==> config.mk <==
export PLATFORM = sky130hd
export DESIGN_NAME = exception_priority_control
export DESIGN_NICKNAME = d
export VERILOG_FILES = /design/src/logic/exc_pkg.sv /design/src/logic/exception_priority_control.sv
export SDC_FILE = /design/constraint.sdc
export NUM_CORES = 1
export LEC_CHECK = 0
export BUFFER_PORTS_ARGS = -buffer_cell sky130_fd_sc_hd__buf_2
export CAP_MARGIN = 10
export CORE_MARGIN = 4
export CORE_UTILIZATION = 30
export DETAILED_ROUTE_END_ITERATION = 16
export PLACE_DENSITY = 0.57
export SLEW_MARGIN = 20
export SYNTH_ARGS = -nofsm -noshare
export SYNTH_HDL_FRONTEND = slang
export SYNTH_SLANG_ARGS = --single-unit
==> constraint.sdc <==
create_clock -name aclk -period 4.8 [get_ports aclk]
set_input_delay 0.72 -clock aclk [delete_from_list [all_inputs] [get_ports aclk]]
set_output_delay 0.72 -clock aclk [all_outputs]
set_load 0.05 [all_outputs]
==> src/logic/exc_pkg.sv <==
// constants and bus carriers of the exception priority block
// assumes one bus clock and a CPU core that holds the I and X mask flags
package exc_pkg;
  localparam int unsigned ADDR_W = 8;
  localparam logic [7:0] IRQ_CONTROL_IDX = 8'h1E;
  localparam logic [7:0] PRIO_ELEVATE_IDX = 8'h1F;
  localparam logic [7:0] VECTOR_STATUS_IDX = 8'h20;
  localparam int unsigned EDGE_SEL_BIT = 7;
  localparam int unsigned PIN_CONN_BIT = 6;
  localparam int unsigned DLY_BIT = 5;
  localparam int unsigned STATUS_VALID_BIT = 16;
  localparam logic EDGE_SEL_RST = 1'b0;
  localparam logic PIN_CONN_RST = 1'b1;
  localparam logic DLY_RST = 1'b1;
  localparam logic [7:0] PRIO_RST = 8'hF2;
  localparam logic [7:0] VEC_PAGE = 8'hFF;
  localparam logic [15:0] VEC_RESET = 16'hFFFE;
  localparam logic [15:0] VEC_CLKMON = 16'hFFFC;
  localparam logic [15:0] VEC_WDOG = 16'hFFFA;
  localparam logic [15:0] VEC_ILLEGAL = 16'hFFF8;
  localparam logic [15:0] VEC_SWTRAP = 16'hFFF6;
  localparam logic [15:0] VEC_XPIN = 16'hFFF4;
  localparam logic [7:0] MASK_TOP_CODE = 8'hF2;
  localparam logic [7:0] MASK_LOW_CODE = 8'hD2;
  localparam logic [7:0] RESERVED_CODE = 8'hD4;
  localparam int unsigned N_MASKABLE = 17;
  localparam int unsigned STOP_DELAY_CYCLES = 4096;
  localparam int unsigned STOP_CNT_W = 12;
  localparam logic [1:0] RESP_OKAY = 2'h0;
  localparam logic [1:0] RESP_SLVERR = 2'h2;

  typedef struct packed {
    logic awvalid;
    logic [ADDR_W-1:0] awaddr;
    logic wvalid;
    logic [31:0] wdata;
    logic [3:0] wstrb;
    logic bready;
    logic arvalid;
    logic [ADDR_W-1:0] araddr;
    logic rready;
  } axil_req_s;

  typedef struct packed {
    logic awready;
    logic wready;
    logic bvalid;
    logic [1:0] bresp;
    logic arready;
    logic rvalid;
    logic [31:0] rdata;
    logic [1:0] rresp;
  } axil_rsp_s;
endpackage : exc_pkg

==> src/logic/exception_priority_control.sv <==
// exception vectoring, priority and interrupt control registers
// assumes reset, trap and peripheral requests come from logic on aclk;
// the two request pins and the mode strap are asynchronous
//
// Implementation choice: the AXI4-Lite register port.
module exception_priority_control (
  input wire logic aclk,
  input wire logic aresetn,
  input wire exc_pkg::axil_req_s s_axil_req,
  output exc_pkg::axil_rsp_s s_axil_rsp,
  input wire logic special_mode_n,
  input wire logic i_mask,
  input wire logic x_mask,
  input wire logic por_req,
  input wire logic clkmon_req,
  input wire logic watchdog_req,
  input wire logic illegal_op_req,
  input wire logic sw_trap_req,
  input wire logic nonmaskable_pin_request_n,
  input wire logic ext_request_n,
  input wire logic [exc_pkg::N_MASKABLE-1:1] src_req,
  input wire logic [exc_pkg::N_MASKABLE-1:1] src_en,
  input wire logic vector_ack,
  input wire logic stop_exit_req,
  output logic exc_valid,
  output logic [15:0] exc_vector,
  output logic stop_resume
);
  import exc_pkg::*;

  localparam logic [STOP_CNT_W-1:0] STOP_LOAD =
    STOP_CNT_W'(STOP_DELAY_CYCLES - 1);
  localparam logic [ADDR_W-1:0] CTRL_ADDR =
    ADDR_W'({IRQ_CONTROL_IDX, 2'b00});
  localparam logic [ADDR_W-1:0] PRIO_ADDR =
    ADDR_W'({PRIO_ELEVATE_IDX, 2'b00});
  localparam logic [ADDR_W-1:0] STAT_ADDR =
    ADDR_W'({VECTOR_STATUS_IDX, 2'b00});
  // slot 0 is the external pin; bad codes fall back to it
  localparam logic [4:0] PIN_SLOT = 5'h00;

  // register picked by a byte address; anything else is unmapped
  typedef enum logic [1:0] {
    SEL_NONE = 2'b00,
    SEL_CTRL = 2'b01,
    SEL_PRIO = 2'b10,
    SEL_STAT = 2'b11
  } reg_sel_e;

  // whole block state in one word, registered on every edge
  typedef struct packed {
    logic [1:0] ext_sync;
    logic [1:0] xpin_sync;
    logic [1:0] mode_sync;
    logic ext_prev;
    logic ext_edge;
    logic mode_normal;
    logic edge_sel;
    logic edge_seen;
    logic pin_conn;
    logic dly_en;
    logic dly_seen;
    logic [7:0] prio;
    logic aw_got;
    logic [ADDR_W-1:0] awaddr;
    logic w_got;
    logic [31:0] wdata;
    logic [3:0] wstrb;
    logic bvalid;
    logic [1:0] bresp;
    logic rvalid;
    logic [31:0] rdata;
    logic [1:0] rresp;
    logic valid;
    logic [15:0] vector;
    logic stopping;
    logic [STOP_CNT_W-1:0] stop_cnt;
    logic resume;
  } state_s;

  state_s state_r;
  state_s state_nxt;

  // vector of maskable slot k; the address is fixed per slot
  function automatic logic [15:0] slot_vec(input logic [4:0] k);
    logic [7:0] lo;
    lo = MASK_TOP_CODE - {2'b00, k, 1'b0};
    return {VEC_PAGE, lo};
  endfunction : slot_vec

  // unknown, odd, reserved or too high codes fall back to the pin
  function automatic logic [4:0] promo_slot(input logic [7:0] code);
    logic [7:0] diff;
    logic [4:0] slot;
    diff = MASK_TOP_CODE - code;
    slot = PIN_SLOT;
    if (!code[0] && code <= MASK_TOP_CODE && code >= MASK_LOW_CODE &&
        code != RESERVED_CODE) begin
      slot = diff[5:1];
    end
    return slot;
  endfunction : promo_slot

  // only three control bits exist; the rest reads zero
  function automatic logic [31:0] ctrl_word(input state_s s);
    logic [31:0] w;
    w = 32'h0000_0000;
    w[EDGE_SEL_BIT] = s.edge_sel;
    w[PIN_CONN_BIT] = s.pin_conn;
    w[DLY_BIT] = s.dly_en;
    return w;
  endfunction : ctrl_word

  function automatic reg_sel_e reg_decode(input logic [ADDR_W-1:0] a);
    reg_sel_e s;
    case (a)
      CTRL_ADDR: s = SEL_CTRL;
      PRIO_ADDR: s = SEL_PRIO;
      STAT_ADDR: s = SEL_STAT;
      default: s = SEL_NONE;
    endcase
    return s;
  endfunction : reg_decode

  logic ext_low;
  logic ext_fall;
  logic ext_pending;
  logic [N_MASKABLE-1:0] pend;
  logic [4:0] promo;
  logic [4:0] best;
  logic best_hit;
  logic aw_take;
  logic w_take;
  logic ar_take;
  logic do_write;
  logic [15:0] pick_vec;
  logic pick_hit;

  assign ext_low = !state_r.ext_sync[1];
  // edge taken on the re-timed level, so it lags the pin by the sync
  assign ext_fall = state_r.ext_prev && !state_r.ext_sync[1];
  // level low or latched falling edge, only when connected
  assign ext_pending = state_r.pin_conn &&
    (state_r.edge_sel ? state_r.ext_edge : ext_low);
  // slots 1 and up carry their own local enable; slot 0 is gated by pin_conn
  assign pend = {src_req & src_en, ext_pending};
  assign promo = promo_slot(state_r.prio);

  always_comb begin
    best = 5'h00;
    best_hit = 1'b0;
    // lowest pending slot number is the default winner
    for (int k = N_MASKABLE - 1; k >= 0; k--) begin
      if (pend[k]) begin
        best = 5'(k);
        best_hit = 1'b1;
      end
    end
  end

  always_comb begin
    pick_vec = 16'h0000;
    pick_hit = 1'b1;
    if (por_req) begin
      pick_vec = VEC_RESET;
    end else if (clkmon_req) begin
      pick_vec = VEC_CLKMON;
    end else if (watchdog_req) begin
      pick_vec = VEC_WDOG;
    end else if (illegal_op_req) begin
      pick_vec = VEC_ILLEGAL;
    end else if (sw_trap_req) begin
      pick_vec = VEC_SWTRAP;
      // pin request is a level; the core sets X on entry, so no repeat
    end else if (!x_mask && !state_r.xpin_sync[1]) begin
      pick_vec = VEC_XPIN;
    end else if (!i_mask && best_hit) begin
      // promotion only reorders; every slot keeps its own vector
      if (pend[promo]) begin
        pick_vec = slot_vec(promo);
      end else begin
        pick_vec = slot_vec(best);
      end
    end else begin
      pick_hit = 1'b0;
    end
  end

  // address and data may come in either order; both wait for the answer
  assign aw_take = s_axil_req.awvalid && !state_r.aw_got &&
    !state_r.bvalid;
  assign w_take = s_axil_req.wvalid && !state_r.w_got && !state_r.bvalid;
  // one read in flight; arready falls until the data is taken
  assign ar_take = s_axil_req.arvalid && !state_r.rvalid;
  assign do_write = state_r.aw_got && state_r.w_got && !state_r.bvalid;

  always_comb begin
    state_nxt = state_r;
    state_nxt.ext_sync = {state_r.ext_sync[0], ext_request_n};
    state_nxt.xpin_sync = {state_r.xpin_sync[0],
      nonmaskable_pin_request_n};
    state_nxt.ext_prev = state_r.ext_sync[1];
    // acknowledge of the pin vector drops the latch; a new edge wins
    if (vector_ack && state_r.vector == slot_vec(PIN_SLOT)) begin
      state_nxt.ext_edge = 1'b0;
    end
    if (ext_fall && state_r.pin_conn && state_r.edge_sel) begin
      state_nxt.ext_edge = 1'b1;
    end
    if (!state_r.edge_sel || !state_r.pin_conn) begin
      state_nxt.ext_edge = 1'b0;
    end
    // choice is re-made and registered on every edge
    state_nxt.valid = pick_hit;
    state_nxt.vector = pick_vec;

    if (aw_take) begin
      state_nxt.aw_got = 1'b1;
      state_nxt.awaddr = s_axil_req.awaddr;
    end
    if (w_take) begin
      state_nxt.w_got = 1'b1;
      state_nxt.wdata = s_axil_req.wdata;
      state_nxt.wstrb = s_axil_req.wstrb;
    end
    if (do_write) begin
      state_nxt.aw_got = 1'b0;
      state_nxt.w_got = 1'b0;
      state_nxt.bvalid = 1'b1;
      state_nxt.bresp = RESP_OKAY;
      case (reg_decode(state_r.awaddr))
        SEL_CTRL: begin
          if (state_r.wstrb[0]) begin
            state_nxt.pin_conn = state_r.wdata[PIN_CONN_BIT];
            state_nxt.edge_seen = 1'b1;
            state_nxt.dly_seen = 1'b1;
            // normal: first write only; special: not first
            if (state_r.mode_normal != state_r.edge_seen) begin
              state_nxt.edge_sel = state_r.wdata[EDGE_SEL_BIT];
            end
            // normal: first write only; special: always
            if (!state_r.mode_normal || !state_r.dly_seen) begin
              state_nxt.dly_en = state_r.wdata[DLY_BIT];
            end
          end
        end
        SEL_PRIO: begin
          // writes while I is clear are dropped without an error
          if (state_r.wstrb[0] && i_mask) begin
            state_nxt.prio = state_r.wdata[7:0];
          end
        end
        SEL_STAT: begin
          state_nxt.bresp = RESP_OKAY;
        end
        default: begin
          state_nxt.bresp = RESP_SLVERR;
        end
      endcase
    end
    if (state_r.bvalid && s_axil_req.bready) begin
      state_nxt.bvalid = 1'b0;
    end

    if (state_r.rvalid && s_axil_req.rready) begin
      state_nxt.rvalid = 1'b0;
    end
    if (ar_take) begin
      state_nxt.rvalid = 1'b1;
      state_nxt.rresp = RESP_OKAY;
      case (reg_decode(s_axil_req.araddr))
        SEL_CTRL: begin
          state_nxt.rdata = ctrl_word(state_r);
        end
        SEL_PRIO: begin
          state_nxt.rdata = {24'h00_0000, state_r.prio};
        end
        SEL_STAT: begin
          // snapshot of the vector shown in the cycle of the take
          state_nxt.rdata = 32'h0000_0000;
          state_nxt.rdata[STATUS_VALID_BIT] = state_r.valid;
          state_nxt.rdata[15:0] = state_r.vector;
        end
        default: begin
          state_nxt.rdata = 32'h0000_0000;
          state_nxt.rresp = RESP_SLVERR;
        end
      endcase
    end

    // delay counted on aclk, which stands for the E clock
    state_nxt.resume = 1'b0;
    // a wake while the delay runs is dropped, not queued
    if (state_r.stopping) begin
      if (state_r.stop_cnt == '0) begin
        state_nxt.stopping = 1'b0;
        state_nxt.resume = 1'b1;
      end else begin
        state_nxt.stop_cnt = state_r.stop_cnt - 1'b1;
      end
    end else if (stop_exit_req) begin
      if (state_r.dly_en) begin
        state_nxt.stopping = 1'b1;
        state_nxt.stop_cnt = STOP_LOAD;
      end else begin
        state_nxt.resume = 1'b1;
      end
    end

    if (!aresetn) begin
      state_nxt = '0;
      // pin syncs start at the idle high level so no false edge follows
      state_nxt.ext_sync = 2'h3;
      state_nxt.xpin_sync = 2'h3;
      state_nxt.ext_prev = 1'b1;
      // strap is re-timed by two flops and caught while reset is held
      state_nxt.mode_sync = {state_r.mode_sync[0], special_mode_n};
      state_nxt.mode_normal = state_r.mode_sync[1];
      state_nxt.edge_sel = EDGE_SEL_RST;
      state_nxt.pin_conn = PIN_CONN_RST;
      state_nxt.dly_en = DLY_RST;
      state_nxt.prio = PRIO_RST;
    end
  end

  always_ff @(posedge aclk) begin
    state_r <= state_nxt;
  end

  always_comb begin
    s_axil_rsp = '0;
    // ready falls while an answer waits for its handshake
    s_axil_rsp.awready = !state_r.aw_got && !state_r.bvalid;
    s_axil_rsp.wready = !state_r.w_got && !state_r.bvalid;
    s_axil_rsp.bvalid = state_r.bvalid;
    s_axil_rsp.bresp = state_r.bresp;
    s_axil_rsp.arready = !state_r.rvalid;
    s_axil_rsp.rvalid = state_r.rvalid;
    s_axil_rsp.rdata = state_r.rdata;
    s_axil_rsp.rresp = state_r.rresp;
  end

  assign exc_valid = state_r.valid;
  assign exc_vector = state_r.vector;
  assign stop_resume = state_r.resume;
endmodule : exception_priority_control

# After elaboration in Yosys (flattened, before gate mapping)
# Cells that the tools add are included.
# word_totals
register_bits	109
input_bits	103
word_cells	177
# classes
addsub	4
magnitude_cmp	3
n_eq_ne	16
n_mux	71
n_bitwise	3
n_reduce_logical	53
# ops
cell	n
16-bit two-way mux	7
5-bit two-way mux	18
17-bit case mux with 3 select lines	1
35-bit two-way mux	1
8-bit by 7-bit equality test with 1-bit output (second input constant)	4
1-bit two-way mux	32
14-bit two-way mux	2
1-bit logical AND	22
16-bit AND	1
16-bit equality test (second input constant)	1
8-bit equality test (second input constant)	2
5-bit by 7-bit subtractor with 8-bit output (first input constant)	2
1-bit zero test	13
13-bit two-way mux	1
12-bit zero test	1
12-bit two-way mux	1
2-bit case mux with 3 select lines	2
12-bit by 1-bit subtractor with 12-bit output (second input constant)	1
3-bit AND reduction	3
2-bit equality test (second input constant)	4
8-bit greater-or-equal comparator (second input constant)	1
8-bit <= comparator (second input constant)	1
2-bit two-way mux	4
8-bit two-way mux	1
other kinds (14)	24

# Longest topological paths before layout
# logic_depth
ltp_word	27
depth_mapped	13

# Least setup slack after synthesis
# Ideal clock, no wire load.
# synth_timing
kind	reg-to-reg
startpoint	register state_r[115] in the netlist's numbering
endpoint	register state_r, in the netlist exc_vector[4]
setup_time_ps	115
arrival_ps	2957
required_ps	4685
path_slack_ps	1728
path_stages_with_launch	13
n_path_buf	1
period_less_slack_ps	3072
cell_sequence	dfxtp_1 buf_2 inv_1 ha_1 or3_1 nor3_1 mux2_2 a211oi_2 nor3_2 mux2_1 ha_1 xnor2_1 o21a_1
# synth_via
elab_chain_cells	15
# synth_lines
item	line	rtl
start: declaration	exception_priority_control.sv:81	state_s state_r;
start signal: assignment	exception_priority_control.sv:327	state_r <= state_nxt;
8-bit <= comparator / 1-bit zero test (equally long branches)	exception_priority_control.sv:97	if (!code[0] && code <= MASK_TOP_CODE && code >= MASK_LOW_CODE &&
1-bit logical AND (3 in series)	exception_priority_control.sv:97	
5-bit two-way mux *	exception_priority_control.sv:97	
1-bit binary-select mux with 5-bit select	exception_priority_control.sv:179	if (pend[promo]) begin
1-bit two-way mux (implied by the code)	exception_priority_control.sv:179	
8-bit two-way mux *	exception_priority_control.sv:179	
16-bit two-way mux *	exception_priority_control.sv:177	end else if (!i_mask && best_hit) begin
16-bit two-way mux *	exception_priority_control.sv:175	end else if (!x_mask && !state_r.xpin_sync[1]) begin
16-bit two-way mux *	exception_priority_control.sv:172	end else if (sw_trap_req) begin
16-bit two-way mux *	exception_priority_control.sv:170	end else if (illegal_op_req) begin
16-bit two-way mux *	exception_priority_control.sv:168	end else if (watchdog_req) begin
16-bit two-way mux *	exception_priority_control.sv:166	end else if (clkmon_req) begin
16-bit two-way mux *	exception_priority_control.sv:164	if (por_req) begin
# Every way passes the cells marked *; elsewhere a longest branch is shown, timed or not. The select of a mux whose other input is x is not followed.
# A chain may end at the register's enable or synchronous reset.

# Worst setup path in the final report
# Ends and elaborated chain as after synthesis.

==> summary.txt <==
Outcome
  • Status: complete, no violations

Floorplanning
  • Die width: 127.5 um
  • Core area: 13930 sq um
  • Initial Util: 0.3074
  • IO Pins: 162
  • Rows: 43
  • Die Ht: 127.5 um
  • Die area: 16250 sq um

Power
  • Clock power frac: 0.415
  • Sw Share: 0.2816
  • Combinational power share: 0.171
  • Pint: 1.197 mW
  • PD cells: 336.3 nW/um^2
  • Seq pwr share: 0.415
  • Peak VDD IR: 0.1565 mV
  • NetSw: 0.4692 mW
  • Pleak: 2.169 nW

Setup path
  • CP Capture Type: flip-flop
  • Worst Path Max Fanout: 16
  • CP arrival: 3.98 ns
  • Kind of critical path: flip-flop to flip-flop
  • CP startpoint kind: flip-flop
  • Critical Path RT: 5.02 ns

Timing
  • Skew final: 0.003588 ns
  • Sum of negative setup slack: 0 ns
  • Final Max Tran Viols: 0
  • Slew headroom: 0.3465
  • RSZ-0062 raised after global routing: false
  • Endpoints failing hold: 0
  • Fmax: 0.2662 GHz
  • Worst slew pin tran: 0.9788 ns
  • Final Setup Violations: 0
  • Hold slack: 0.4095 ns
  • Post-layout minimum cycle time: 3.757 ns
  • Final period util: 0.7827

Worst hold path
  • Worst hold path type: flip-flop to flip-flop

Synth
  • Mapped Avg Cell Area: 8.066 sq um
  • Cells after Synth: 531
  • Ys Warns: 0
  • Post-synthesis sequential area ratio: 0.3576
  • Mapped Area: 4283 sq um
  • Post-synth top flop: dfxtp_1
  • Async SR Flop Fraction: 0
  • Seq cells post-synth: 75
  • Number of synthesized flops with an enable pin: 3
  • Count of different cell masters after synthesis: 70

GRT
  • Initial antenna violation count: 0
  • Largest net degree at the start of global routing: 58
  • GRT Overall Usage: 0.1350
  • Vias in the first global route: 3758
  • Grt ovf: 0
  • First-pass GRT wire length: 18000 um

Clocking
  • Post-CTS Hold Fix Bufs: 0
  • H-tree level count: 3
  • CTS buffer count: 9
  • Worst skew pair latency: 0.33 ns
  • Clk pin slew, worst setup/hold paths: 0.06 ns
  • CTS max path bufs: 2
  • TritonCTS clock tree: yes
  • Post-CTS Resized: 0
  • Clk sink count: 75
  • Root Driver: clkbuf_16
  • Post-CTS Setup Bufs: 0

Drt
  • Routed vias/inst: 4.879
  • Via count: 3825
  • Routed Antenna Nets: 0
  • Final wirelength: 10990 um
  • WL per Instance: 14.01 um
  • Initial DRT Pass Iterations: 4
  • Drt first-iter violations: 232
  • Remaining DRCs: 0

Cells and area
  • Most frequent cells in the layout: buf_2, nand2_1, dfxtp_1, a21oi_1, nor2_1
  • Antenna fix cells: 0
  • Fin cells: 784
  • Share of cells above drive strength 1: 0.2401
  • Commonest non-fill, non-tap cell in the layout: buf_2
  • Area Overhead vs Synth: 15.69%
  • Final nets: 708

Run
  • Maxcap violations: 0

Placed design
  • Port buffer count: 116
  • Dpl hpwl: 8465 um
  • Routability cong.: 0.7941
  • Dpl cells: 768
## power by group through the flow
stage / clock (mW) / sequential, mW / combinational [mW]
global route: 0.742 / 0.696 / 0.312
floorplan: 0 / 0.699 / 0.230
finish: 0.691 / 0.691 / 0.284
detailed placement: 0 / 0.704 / 0.283
global placement: 0 / 0.702 / 0.279
CTS: 0.712 / 0.691 / 0.285
## worst paths after layout
| kind | start | to | slack (ns) | cells past startpoint |
|---|---|---|---|---|
| min | state_r[135] | state_r[136] | 0.41 | 1 |
| min reg2reg | state_r[135] | state_r[136] | 0.41 | 1 |
| max reg2reg | state_r[115] | exc_vector[4] | 1.04 | 11 |
| max | state_r[115] | exc_vector[4] | 1.04 | 11 |
## cells in the mapped netlist (2+ instances only)
cell type	count	area, sq um
a222oi_1	3	30.03
nand4b_1	3	26.28
nand3b_1	3	22.52
a31oi_1	6	37.54
nor2b_1	4	25.02
o211a_1	2	20.02
a21oi_1	44	220.2
clkbuf_1	13	48.80
o32ai_1	2	17.52
buf_6	2	22.52
buf_1	3	11.26
and3b_1	4	35.03
and3_1	3	18.77
a22o_1	3	26.28
nor4_4	2	42.54
ha_1	6	75.07
nor3_2	2	20.02
nand2_1	92	345.3
nor2_1	39	146.4
inv_1	11	41.29
nor3_1	19	95.09
mux2i_1	9	90.09
o211ai_1	7	52.55
buf_2	2	10.01
nand4_1	2	12.51
o21a_1	2	15.01
xor2_1	4	35.03
buf_4	56	420.4
dfxtp_1	72	1441
a221oi_1	5	43.79
xnor2_1	11	96.34
or2_1	2	12.51
nand3_1	19	95.09
and2_1	7	43.79
o31ai_1	3	22.52
o21ai_0	12	60.06
nand2b_1	9	56.30
nor4_1	9	56.30
edfxtp_1	3	90.09
## sequential cells by signal, indices dropped and copies added (netlist names)
signal and cells:
stop_resume 1, s_axil_rsp 14, exc_vector 6, exc_valid 1, state_r 53
## kinds of logic after synthesis
kind of cell / Yosys count / share of synthesized area
AOI/OAI and AO/OA: 106 / 0.1686
xor gates and xnor gates: 15 / 0.03067
adders and majority gates: 6 / 0.01753
buffers and inverters: 88 / 0.1303
DFF: 75 / 0.3576
muxes: 12 / 0.02980
other: 1 / 0.0008756
and+or+nand+nor: 228 / 0.2647
## critical path, cell delays in order (launching register included)
cell and delay, ns:
dfxtp_1 0.59, inv_1 0.13, ha_1 0.52, or3_1 0.41
nor3_1 0.26, mux2_2 0.39, a211oi_2 0.36, nor3_2 0.13
mux2_1 0.34, ha_1 0.21, xnor2_1 0.13, o21a_1 0.17
## area by class of cell
type	instances	area, sq um
fillers	1433	8980
well taps	180	225.2
repair buffers	116	580.6
multi-input cells	385	2257
clock inverters	3	45.04
clock buffers	13	270.3
inverters	12	45.04
flip-flops and latches	75	1531
## metrics by stage
| stage | setup WS (ns) | power [mW] | util | area, sq um |
|---|---|---|---|---|
| 6_report | 1.043 | 1.666 | 0.3556 | 4955 |
| 5_1_grt | 0.7542 | 1.750 | 0.3556 | 4955 |
| 4_1_cts | 1.056 | 1.688 | 0.3556 | 4955 |
| 3_5_place_dp | 1.090 | 0.9870 | 0.3329 | 4639 |
| 3_3_place_gp | 1.167 | 0.9807 | 0.3329 | 4639 |
| 2_1_floorplan | 1.728 | 0.9294 | - | 4347 |
## metal layers
metal / wire [um] / up-vias / GRT usage
met4: 192 / 0 / 0.03785
met2: 5127 / 113 / 0.2276
li1: - / 1925 / -
met5: 0 / - / 0
met1: 4974 / 1769 / 0.1694
met3: 692 / 18 / 0.03637
(Power assumes the default switching activity.)
